`src/sysopt_pkg.sv`:
```
// Package: register map, field positions, reset values and types for the system option bank
package sysopt_pkg;

    // Register byte offsets (word aligned on the bus)
    localparam logic [11:0] OFF_OPTIONS_ONE  = 12'h000;
    localparam logic [11:0] OFF_OPTIONS_TWO  = 12'h004;
    localparam logic [11:0] OFF_IDENT_HIGH   = 12'h008;
    localparam logic [11:0] OFF_IDENT_LOW    = 12'h00C;
    localparam logic [11:0] OFF_POWER_MON    = 12'h010;
    localparam logic [11:0] OFF_RESET_CAUSE  = 12'h014;
    localparam logic [11:0] OFF_WDOG_CTRL    = 12'h018;

    // Options one fields
    localparam int OPT1_TIMEOUT_HI = 7;
    localparam int OPT1_TIMEOUT_LO = 6;
    localparam int OPT1_STOP       = 5;
    localparam int OPT1_SPARE      = 4;
    // Options two fields
    localparam int OPT2_CLKSEL     = 7;
    localparam int OPT2_WINDOW     = 6;
    // Ident high fields
    localparam int IDH_FAMILY      = 7;
    // Power monitor fields
    localparam int PM_WFLAG        = 7;
    localparam int PM_WACK         = 6;
    localparam int PM_WIE          = 5;
    localparam int PM_DRE          = 4;
    localparam int PM_DSE          = 3;
    localparam int PM_DE           = 2;
    localparam int PM_REFERENCE_BUFFER_ENABLE         = 0;

    // Reset values
    localparam logic [7:0] OPT1_RESET = 8'hD3;
    localparam logic [7:0] OPT2_RESET = 8'h00;
    localparam logic [7:0] PM_RESET   = 8'h1C;
    // Mask of the power monitor bits that are written-once
    localparam logic [7:0] PM_ONCE_MASK = 8'h14;
    // Mask of the power monitor bits that always take writes
    localparam logic [7:0] PM_FREE_MASK = 8'h29;

    // Part number: arbitrary neutral value
    localparam logic [11:0] PART_NUMBER_DEFAULT = 12'h05A;
    // Value shown in the reserved ident bits
    localparam logic [2:0]  IDH_RESERVED = 3'h0;

    // Watchdog service keys
    localparam logic [7:0] KEY_FIRST  = 8'h55;
    localparam logic [7:0] KEY_SECOND = 8'hAA;

    // Watchdog periods in ticks, indexed by timeout field, one set per clock source
    localparam logic [17:0] WD_SLOW_SHORT = 18'h0_0020;
    localparam logic [17:0] WD_SLOW_MID   = 18'h0_0100;
    localparam logic [17:0] WD_SLOW_LONG  = 18'h0_0400;
    localparam logic [17:0] WD_BUS_SHORT  = 18'h0_2000;
    localparam logic [17:0] WD_BUS_MID    = 18'h0_8000;
    localparam logic [17:0] WD_BUS_LONG   = 18'h3_FFFF;

    // Bus transfer types and hsize for a word
    localparam logic [1:0] HTRANS_NONSEQ = 2'b10;
    localparam logic [2:0] HSIZE_WORD    = 3'b010;

    typedef struct packed {
        logic [11:0] addr;
        logic        write;
        logic        valid;
    } bus_req_t;

    typedef struct packed {
        logic stop_request;
        logic slow_tick;
        logic supply_warning;
        logic supply_detect;
    } sys_in_t;

    typedef struct packed {
        logic illegal_opcode_reset;
        logic watchdog_reset;
        logic supply_detect_reset;
        logic supply_warning_irq;
        logic reference_buffer_enable;
        logic supply_detect_active;
        logic stop_permitted;
    } sys_out_t;

    typedef enum logic [2:0] {
        WD_IDLE  = 3'b001,
        WD_ARMED = 3'b010,
        WD_RESET = 3'b100
    } wd_state_t;

endpackage

```
`src/system_option_power_monitor_regs.sv`:
```
// System option, device identification and power monitor register bank on AHB-Lite
`timescale 1ns/10ps

// What this block does
// Both option registers take only the first write after reset; reads always allowed.
// Startup software writes option register one early, even with reset values.
// Option one bit 4 stores and returns written data but controls nothing.
// Option one bits 7:6 pick watchdog period together with clock select.
// Option one bit 5 permits stop; if clear, stop forces illegal-opcode reset.
// Option two bit 7 picks watchdog clock: 0 slow 1-kHz tick, 1 bus clock.
// Windowed mode: service only in last 25%; writes earlier reset device.
// Window mode applies only when clock select is 1.
// Identification registers are read-only.
// Ident high bit 7 always reads 1; writes ignored.
// Ident high bits 6:4 reserved, read undefined (here zero), writes ignored.
// 12-bit part number split across ident high 3:0 and ident low 7:0.
// Warning flag sets on low supply, also after reset if already low.
// Writing 1 to acknowledge clears the warning flag only if warning is absent.
// Interrupt enable bit 5 requests interrupt while warning flag is 1.
// Write-once detect-reset enable forces reset on detect event when detection on.
// Bit 3 keeps detect running in stop mode when 1, disables it when 0.
// Write-once detect enable switches detect logic and qualifies bits 4 and 3.
// Bit 0 enables the reference buffer; disabled when 0.
// Watchdog cleared by 0x55 then 0xAA; other values reset when watchdog on.
// Timeout field 0 disables the watchdog entirely.
// Each write-once item has a written flag cleared by reset, set on first write.
module system_option_power_monitor_regs #(
    parameter logic [11:0] PART_NUMBER = sysopt_pkg::PART_NUMBER_DEFAULT
) (
    // Clock and reset
    input  wire logic                 clk_sys,
    input  wire logic                 nrst,
    // AHB-Lite slave
    input  wire logic                 hsel,
    input  wire logic [31:0]          haddr,
    input  wire logic [1:0]           htrans,
    input  wire logic                 hwrite,
    input  wire logic [2:0]           hsize,
    input  wire logic [31:0]          hwdata,
    input  wire logic                 hready,
    output logic [31:0]               hrdata,
    output logic                      hreadyout,
    output logic                      hresp,
    // System side
    input  wire sysopt_pkg::sys_in_t  sys_in,
    output sysopt_pkg::sys_out_t      sys_out
);

    ////////////////////////////////////////////////////////////////////////////
    // Bus address phase capture

    sysopt_pkg::bus_req_t req_ff;
    logic                 take_req;

    assign take_req  = hsel && hready && (htrans == sysopt_pkg::HTRANS_NONSEQ);
    assign hreadyout = 1'b1;
    assign hresp     = 1'b0;

    always_ff @(posedge clk_sys or negedge nrst) begin
        if (!nrst) begin
            req_ff <= '0;
        end else if (hready) begin
            req_ff.valid <= take_req;
            req_ff.write <= hwrite;
            req_ff.addr  <= haddr[11:0];
        end
    end

    function automatic logic hit(input sysopt_pkg::bus_req_t r, input logic [11:0] off);
        hit = r.valid && r.write && (r.addr == off);
    endfunction

    logic [7:0] wdata;
    logic       wr_opt1;
    logic       wr_opt2;
    logic       wr_pm;
    logic       wr_cause;

    assign wdata    = hwdata[7:0];
    assign wr_opt1  = hit(req_ff, sysopt_pkg::OFF_OPTIONS_ONE);
    assign wr_opt2  = hit(req_ff, sysopt_pkg::OFF_OPTIONS_TWO);
    assign wr_pm    = hit(req_ff, sysopt_pkg::OFF_POWER_MON);
    assign wr_cause = hit(req_ff, sysopt_pkg::OFF_RESET_CAUSE);

    ////////////////////////////////////////////////////////////////////////////
    // Write-once option registers

    logic [7:0] opt1_ff;
    logic [7:0] opt2_ff;
    logic       opt1_done_ff;
    logic       opt2_done_ff;
    logic       pm_done_ff;

    always_ff @(posedge clk_sys or negedge nrst) begin
        if (!nrst) begin
            opt1_ff      <= sysopt_pkg::OPT1_RESET;
            opt1_done_ff <= 1'b0;
        end else if (wr_opt1 && !opt1_done_ff) begin
            opt1_ff      <= wdata;
            opt1_done_ff <= 1'b1;
        end
    end

    always_ff @(posedge clk_sys or negedge nrst) begin
        if (!nrst) begin
            opt2_ff      <= sysopt_pkg::OPT2_RESET;
            opt2_done_ff <= 1'b0;
        end else if (wr_opt2 && !opt2_done_ff) begin
            opt2_ff      <= {wdata[7:6], 6'h00};
            opt2_done_ff <= 1'b1;
        end
    end

    ////////////////////////////////////////////////////////////////////////////
    // Power monitor control

    logic [7:0] pm_ff;
    logic       wflag_ff;
    logic       detect_on;
    logic       in_stop_ff;

    always_ff @(posedge clk_sys or negedge nrst) begin
        if (!nrst) begin
            pm_ff      <= sysopt_pkg::PM_RESET;
            pm_done_ff <= 1'b0;
        end else if (wr_pm) begin
            // Free bits always update; once-bits only on the first write
            pm_ff[sysopt_pkg::PM_WIE]  <= wdata[sysopt_pkg::PM_WIE];
            pm_ff[sysopt_pkg::PM_DSE]  <= wdata[sysopt_pkg::PM_DSE];
            pm_ff[sysopt_pkg::PM_REFERENCE_BUFFER_ENABLE] <= wdata[sysopt_pkg::PM_REFERENCE_BUFFER_ENABLE];
            if (!pm_done_ff) begin
                pm_ff[sysopt_pkg::PM_DRE] <= wdata[sysopt_pkg::PM_DRE];
                pm_ff[sysopt_pkg::PM_DE]  <= wdata[sysopt_pkg::PM_DE];
                pm_done_ff                <= 1'b1;
            end
        end
    end

    // Flag comes up clear and sets on the first cycle the comparator is low,
    // which also covers a supply already low when reset releases.
    always_ff @(posedge clk_sys or negedge nrst) begin
        if (!nrst) begin
            wflag_ff <= 1'b0;
        end else if (sys_in.supply_warning) begin
            wflag_ff <= 1'b1;
        end else if (wr_pm && wdata[sysopt_pkg::PM_WACK]) begin
            wflag_ff <= 1'b0;
        end
    end

    always_ff @(posedge clk_sys or negedge nrst) begin
        if (!nrst) begin
            in_stop_ff <= 1'b0;
        end else begin
            in_stop_ff <= sys_in.stop_request && opt1_ff[sysopt_pkg::OPT1_STOP];
        end
    end

    assign detect_on = pm_ff[sysopt_pkg::PM_DE]
                    && (!in_stop_ff || pm_ff[sysopt_pkg::PM_DSE]); // see R17

    ////////////////////////////////////////////////////////////////////////////
    // Watchdog period and window

    logic [1:0]  wd_sel;
    logic        wd_busclk;
    logic        wd_enabled;
    logic        wd_window;
    logic [17:0] wd_period;
    logic        wd_tick;
    logic [17:0] wd_count_ff;
    logic        key_seen_ff;
    logic        early;
    logic        bad_write;
    logic        serviced;

    assign wd_sel     = opt1_ff[sysopt_pkg::OPT1_TIMEOUT_HI:sysopt_pkg::OPT1_TIMEOUT_LO];
    assign wd_busclk  = opt2_ff[sysopt_pkg::OPT2_CLKSEL];
    assign wd_enabled = (wd_sel != 2'b00);
    assign wd_window  = opt2_ff[sysopt_pkg::OPT2_WINDOW] && wd_busclk;
    assign wd_tick    = wd_busclk ? 1'b1 : sys_in.slow_tick;

    always_comb begin
        wd_period = sysopt_pkg::WD_BUS_LONG;
        case ({wd_busclk, wd_sel})
            3'b001:  wd_period = sysopt_pkg::WD_SLOW_SHORT;
            3'b010:  wd_period = sysopt_pkg::WD_SLOW_MID;
            3'b011:  wd_period = sysopt_pkg::WD_SLOW_LONG;
            3'b101:  wd_period = sysopt_pkg::WD_BUS_SHORT;
            3'b110:  wd_period = sysopt_pkg::WD_BUS_MID;
            default: wd_period = sysopt_pkg::WD_BUS_LONG;
        endcase
    end

    // First 75% of the period: count below three quarters
    assign early = wd_window
                && ({2'b00, wd_count_ff} < ({2'b00, wd_period} - {4'h0, wd_period[17:2]}));

    assign serviced  = wr_cause && key_seen_ff && (wdata == sysopt_pkg::KEY_SECOND);
    assign bad_write = wd_enabled && wr_cause
                    && (early
                     || !((wdata == sysopt_pkg::KEY_FIRST)
                       || (wdata == sysopt_pkg::KEY_SECOND && key_seen_ff)));

    always_ff @(posedge clk_sys or negedge nrst) begin
        if (!nrst) begin
            key_seen_ff <= 1'b0;
        end else if (wr_cause) begin
            key_seen_ff <= (wdata == sysopt_pkg::KEY_FIRST);
        end
    end

    always_ff @(posedge clk_sys or negedge nrst) begin
        if (!nrst) begin
            wd_count_ff <= '0;
        end else if (!wd_enabled || serviced) begin
            wd_count_ff <= '0;
        end else if (wd_tick && (wd_count_ff < wd_period)) begin
            wd_count_ff <= wd_count_ff + 18'h0_0001;
        end
    end

    sysopt_pkg::wd_state_t wd_state_ff;

    always_ff @(posedge clk_sys or negedge nrst) begin
        if (!nrst) begin
            wd_state_ff <= sysopt_pkg::WD_IDLE;
        end else begin
            case (wd_state_ff)
                sysopt_pkg::WD_IDLE: begin
                    if (wd_enabled) begin
                        wd_state_ff <= sysopt_pkg::WD_ARMED;
                    end
                end
                sysopt_pkg::WD_ARMED: begin
                    if (bad_write || (wd_count_ff >= wd_period)) begin
                        wd_state_ff <= sysopt_pkg::WD_RESET;
                    end
                end
                // Held until the system reset pulls nrst
                sysopt_pkg::WD_RESET: wd_state_ff <= sysopt_pkg::WD_RESET;
                default: wd_state_ff <= sysopt_pkg::WD_IDLE;
            endcase
        end
    end

    ////////////////////////////////////////////////////////////////////////////
    // System outputs, all registered

    always_ff @(posedge clk_sys or negedge nrst) begin
        if (!nrst) begin
            sys_out <= '0;
        end else begin
            sys_out.illegal_opcode_reset    <= sys_in.stop_request
                                            && !opt1_ff[sysopt_pkg::OPT1_STOP];
            sys_out.watchdog_reset          <= (wd_state_ff == sysopt_pkg::WD_RESET);
            sys_out.supply_detect_reset     <= detect_on && pm_ff[sysopt_pkg::PM_DRE]
                                            && sys_in.supply_detect;
            sys_out.supply_warning_irq      <= wflag_ff && pm_ff[sysopt_pkg::PM_WIE];
            sys_out.reference_buffer_enable <= pm_ff[sysopt_pkg::PM_REFERENCE_BUFFER_ENABLE];
            sys_out.supply_detect_active    <= detect_on;
            sys_out.stop_permitted          <= opt1_ff[sysopt_pkg::OPT1_STOP];
        end
    end

    ////////////////////////////////////////////////////////////////////////////
    // Read data

    logic [7:0] rd_byte;
    logic [7:0] pm_view;

    assign pm_view = {wflag_ff, 1'b0, pm_ff[5:2], 1'b0, pm_ff[0]};

    always_comb begin
        if (haddr[11:0] == sysopt_pkg::OFF_OPTIONS_ONE) begin
            rd_byte = opt1_ff;
        end else if (haddr[11:0] == sysopt_pkg::OFF_OPTIONS_TWO) begin
            rd_byte = opt2_ff;
        end else if (haddr[11:0] == sysopt_pkg::OFF_IDENT_HIGH) begin
            rd_byte = {1'b1, sysopt_pkg::IDH_RESERVED, PART_NUMBER[11:8]}; // see R09 see R10 see R11
        end else if (haddr[11:0] == sysopt_pkg::OFF_IDENT_LOW) begin
            rd_byte = PART_NUMBER[7:0];
        end else if (haddr[11:0] == sysopt_pkg::OFF_POWER_MON) begin
            rd_byte = pm_view;
        end else if (haddr[11:0] == sysopt_pkg::OFF_WDOG_CTRL) begin
            rd_byte = wd_count_ff[17:10];
        end else begin
            rd_byte = 8'h00;
        end
    end

    always_ff @(posedge clk_sys or negedge nrst) begin
        if (!nrst) begin
            hrdata <= '0;
        end else if (take_req && !hwrite) begin
            hrdata <= {24'h00_0000, rd_byte};
        end
    end
endmodule

```
`config.mk`:
```
export PLATFORM = sky130hd
export DESIGN_NAME = system_option_power_monitor_regs
export DESIGN_NICKNAME = d
export VERILOG_FILES = /design/src/sysopt_pkg.sv /design/src/system_option_power_monitor_regs.sv
export SDC_FILE = /design/constraint.sdc
export NUM_CORES = 1
export LEC_CHECK = 0
export ABC_AREA = 1
export BUFFER_PORTS_ARGS = -buffer_cell sky130_fd_sc_hd__buf_2
export CELL_PAD_IN_SITES_DETAIL_PLACEMENT = 1
export CELL_PAD_IN_SITES_GLOBAL_PLACEMENT = 2
export CORE_MARGIN = 2
export CORE_UTILIZATION = 27
export CTS_CLUSTER_SIZE = 16
export DETAILED_ROUTE_END_ITERATION = 12
export GPL_ROUTABILITY_DRIVEN = 0
export MAX_ROUTING_LAYER = met4
export PLACE_DENSITY_LB_ADDON = 0.08
export SLEW_MARGIN = 5
export SYNTH_ARGS = -nofsm -noshare
export SYNTH_HDL_FRONTEND = slang
export SYNTH_SLANG_ARGS = --single-unit
```
`constraint.sdc`:
```
create_clock -name clk_sys -period 3.1 [get_ports clk_sys]
set_input_delay 0.31 -clock clk_sys [delete_from_list [all_inputs] [get_ports clk_sys]]
set_output_delay 0.31 -clock clk_sys [all_outputs]
set_load 0.02 [all_outputs]
```
==> flow_metrics.tcl <==
set metrics [dict create \
    path_clk_slew_ps 60 \
    path_max_fanout 5 \
    finalInstanceArea_mm2 0.00555 \
    area_delta_synth_final_pct 18.8 \
    min_path_type "in -> async" \
    dieArea_mm2 0.0184 \
    synthCells 601 \
    synth.top_cell.area_share_pct 33.2 \
    critPathLaunch "opt1_ff[7]" \
    pwr_density_cell_mw_per_mm2 522 \
    clockRootBuffer "clkbuf_16" \
    n_antenna_cell 0 \
    grt_max_degree 72 \
    num-nets-final 783 \
    drv_cap 0 \
    finalHoldViolCount 0 \
    async_flop_share_pct 100 \
    placed_area_mm2 0.00513 \
    p_leak_nw 2.89 \
    rows 48 \
    ir_drop_mv 0.274 \
    drt_pass1_iterations 4 \
    slew_violations 0 \
    yosys-top-cells-area "dfrtp_1 33%, nand2_1 11%, ha_1 9.9%" \
    layout_commonest_cell "nand2_1" \
    status "completed" \
    ys.flop_type "dfrtp_1" \
    drtIter0Drc 181 \
    end_kind "flop" \
    die_w_um 136 \
    drt-wirelength-per-cell_um 15.7 \
    cts_buffers 9 \
    power_w 0.00290 \
    setup_violations 0 \
    vias 4104 \
    relSlewSlack_pct 36.0 \
    cts_sinks 71 \
    die_h_um 136 \
    synth.cell_area_mm2 0.00468 \
    drc 0 \
    post-route-min-period_ps 2880 \
    fin_crit_sh_pct 92.9 \
    grt-ovfl-total 0 \
    core_area_mm2 0.0171 \
    clock_path_buffers 2 \
    vias_per_cell 4.57 \
    avgSynthCellArea_um2 7.78 \
    crit_end "wd_state_ff[2]" \
    postCtsHoldBufs 0 \
    io_pins 119 \
    crit_arrival_ps 3160 \
    antenna_found_initial 0 \
    rsz0062_at_grt "false" \
    start_util_pct 27.3 \
    wl_um 14100 \
    cp.required_ps 3380 \
    reg2reg_from "opt1_ff[7]" \
    clock_latency_ps 350 \
    fin_tns_setup_ps 0 \
    start_kind "flop" \
    port-buffer-count 45 \
    cts_tree "built" \
    ys_ff_latch 71 \
    synthDistinctLibCells 42 \
    clock_skew_ps 9.41 \
    grt_pass1_vias 4195 \
    grt_first_pass_wirelength_um 22700 \
    fillCellCount 2115 \
    final_cell_mix "133 x nand2_1, 67 x inv_1, 62 x dfrtp_1, 53 x nor2_1, 44 x buf_2" \
    yosysWarnings 0 \
    grt_usage_pct 16.9 \
    max_freq_ghz 0.347 \
    critical_path_class "reg -> reg" \
    worst_pin_slew_ps 960 \
    antenna_left 0 \
    h-tree-depth 3 \
    reg2regPathDepth 23 \
    regToRegEndpoint "wd_state_ff[2]" \
    r2r_slack_ps 220 \
    layout-drive-gt1-share_pct 19.5 \
    dp_hpwl_um 11000 \
    yosys.area.top_type "dfrtp_1" \
    synth_edf_count 0 \
    yosysSeqAreaShare_pct 38.2 \
]
-- routing by layer --
| layer | share of wire, % | vias up | wire length, um | GRT usage [%] |
|---|---|---|---|---|
| li1 | - | 2052 | - | - |
| met5 | 0 | - | 0 | - |
| met2 | 46 | 61 | 6490 | 25.6 |
| met3 | 2.7 | 13 | 379 | 2.24 |
| met1 | 50 | 1978 | 7050 | 22.9 |
| met4 | 1.5 | 0 | 205 | 6.48 |
-- through the flow --
step / worst slack, ps / hold WS [ps] / instances / utilization [%]
final: 221 / 110 / 898 / 32.4
after global placement: 148 / 433 / 875 / 30.0
after detailed placement: 88.2 / 426 / 875 / 30.0
after floorplan: 171 / 14.4 / 628 / -
after global routing: 12.1 / 169 / 898 / 32.4
after CTS: 65.6 / 142 / 891 / 31.7
-- how the worst min path moves through the flow --
stage,start,to,slack [ps],cells after the start
2_1_floorplan,nrst,hrdata[0],10,0
3_3_place_gp,pm_ff[0],sys_out[2],430,0
3_5_place_dp,pm_ff[0],sys_out[2],430,0
4_1_cts,sys_in[1],wflag_ff,140,3
5_1_grt,sys_in[1],wflag_ff,170,3
6_report,nrst,opt2_ff[6],110,1
-- cell type report --
cell class	count	area, um2	area share [%]
repair buffers	64	370	6.67
inverters	75	284	5.11
flip-flops and latches	71	1790	32.2
multi-input cells	447	2530	45.6
clock buffers	10	229	4.12
well taps	225	282	5.07
clock inverters	6	70.1	1.26
-- critical path, cell delays in order, from the launching register on --
cell	delay (ps)
dfstp_2	590
inv_4	60
nor2_4	190
nor2_4	70
inv_2	60
nand2_2	60
ha_4	260
nand2_2	50
nand2_2	80
nand2_1	50
nand2_1	60
nand2_1	70
a31oi_2	170
ha_1	260
a21o_1	160
nand2_1	60
nand2_1	60
nor2_2	90
nand2_2	100
nand2_2	80
nand2_2	50
nand2_2	70
nand2_2	50
nor2_2	70
-- cells in the mapped netlist (4+ instances only) --
cell      instances
ha_1             37
nor4_1            8
nand4_1           8
o21ai_0          35
dfrtp_1          62
mux2_2            7
nand3_1          43
buf_4            27
o22a_1            5
nand2_2           4
xor2_1           13
nor2_1           55
inv_1            68
nor3_2            4
clkbuf_1          4
nor3_1           12
nand2_1         139
inv_2             7
a21oi_1          23
dfstp_2           9
-- power breakdown --
group | internal, W | switching, W | total (W)
logic | 0.000244 | 0.000405 | 0.000648
registers | 0.00104 | 0.000134 | 0.00117
clock network | 0.000629 | 0.000446 | 0.00108
-- sequential cells by signal, indices dropped and copies added, names as in the netlist --
| name | cells |
|---|---|
| hrdata | 8 |
| pm_ff | 5 |
| opt1_done_ff | 1 |
| req_ff | 14 |
| opt2_done_ff | 1 |
| key_seen_ff | 1 |
| wd_state_ff | 3 |
| in_stop_ff | 1 |
| sys_out | 7 |
| opt2_ff | 2 |
| wd_count_ff | 18 |
| pm_done_ff | 1 |
| wflag_ff | 1 |
| opt1_ff | 8 |
-- cells by family after synthesis --
logic type                 share of synthesized area, %
AOI/OAI and AO/OA                                  9.07
xor gates and xnor gates                           2.44
buffers and inverters                              11.4
muxes                                              1.69
adders and majority gates                          9.90
other                                             0.161
and+or+nand+nor                                    27.1
DFF                                                38.2
-- repair_timing --
action | CTS | global route
buffers inserted | 0 | 6
endpoints found under the setup margin | 0 | 19
gates resized for setup | 0 | 17
Power figures use the tool's default switching activity.
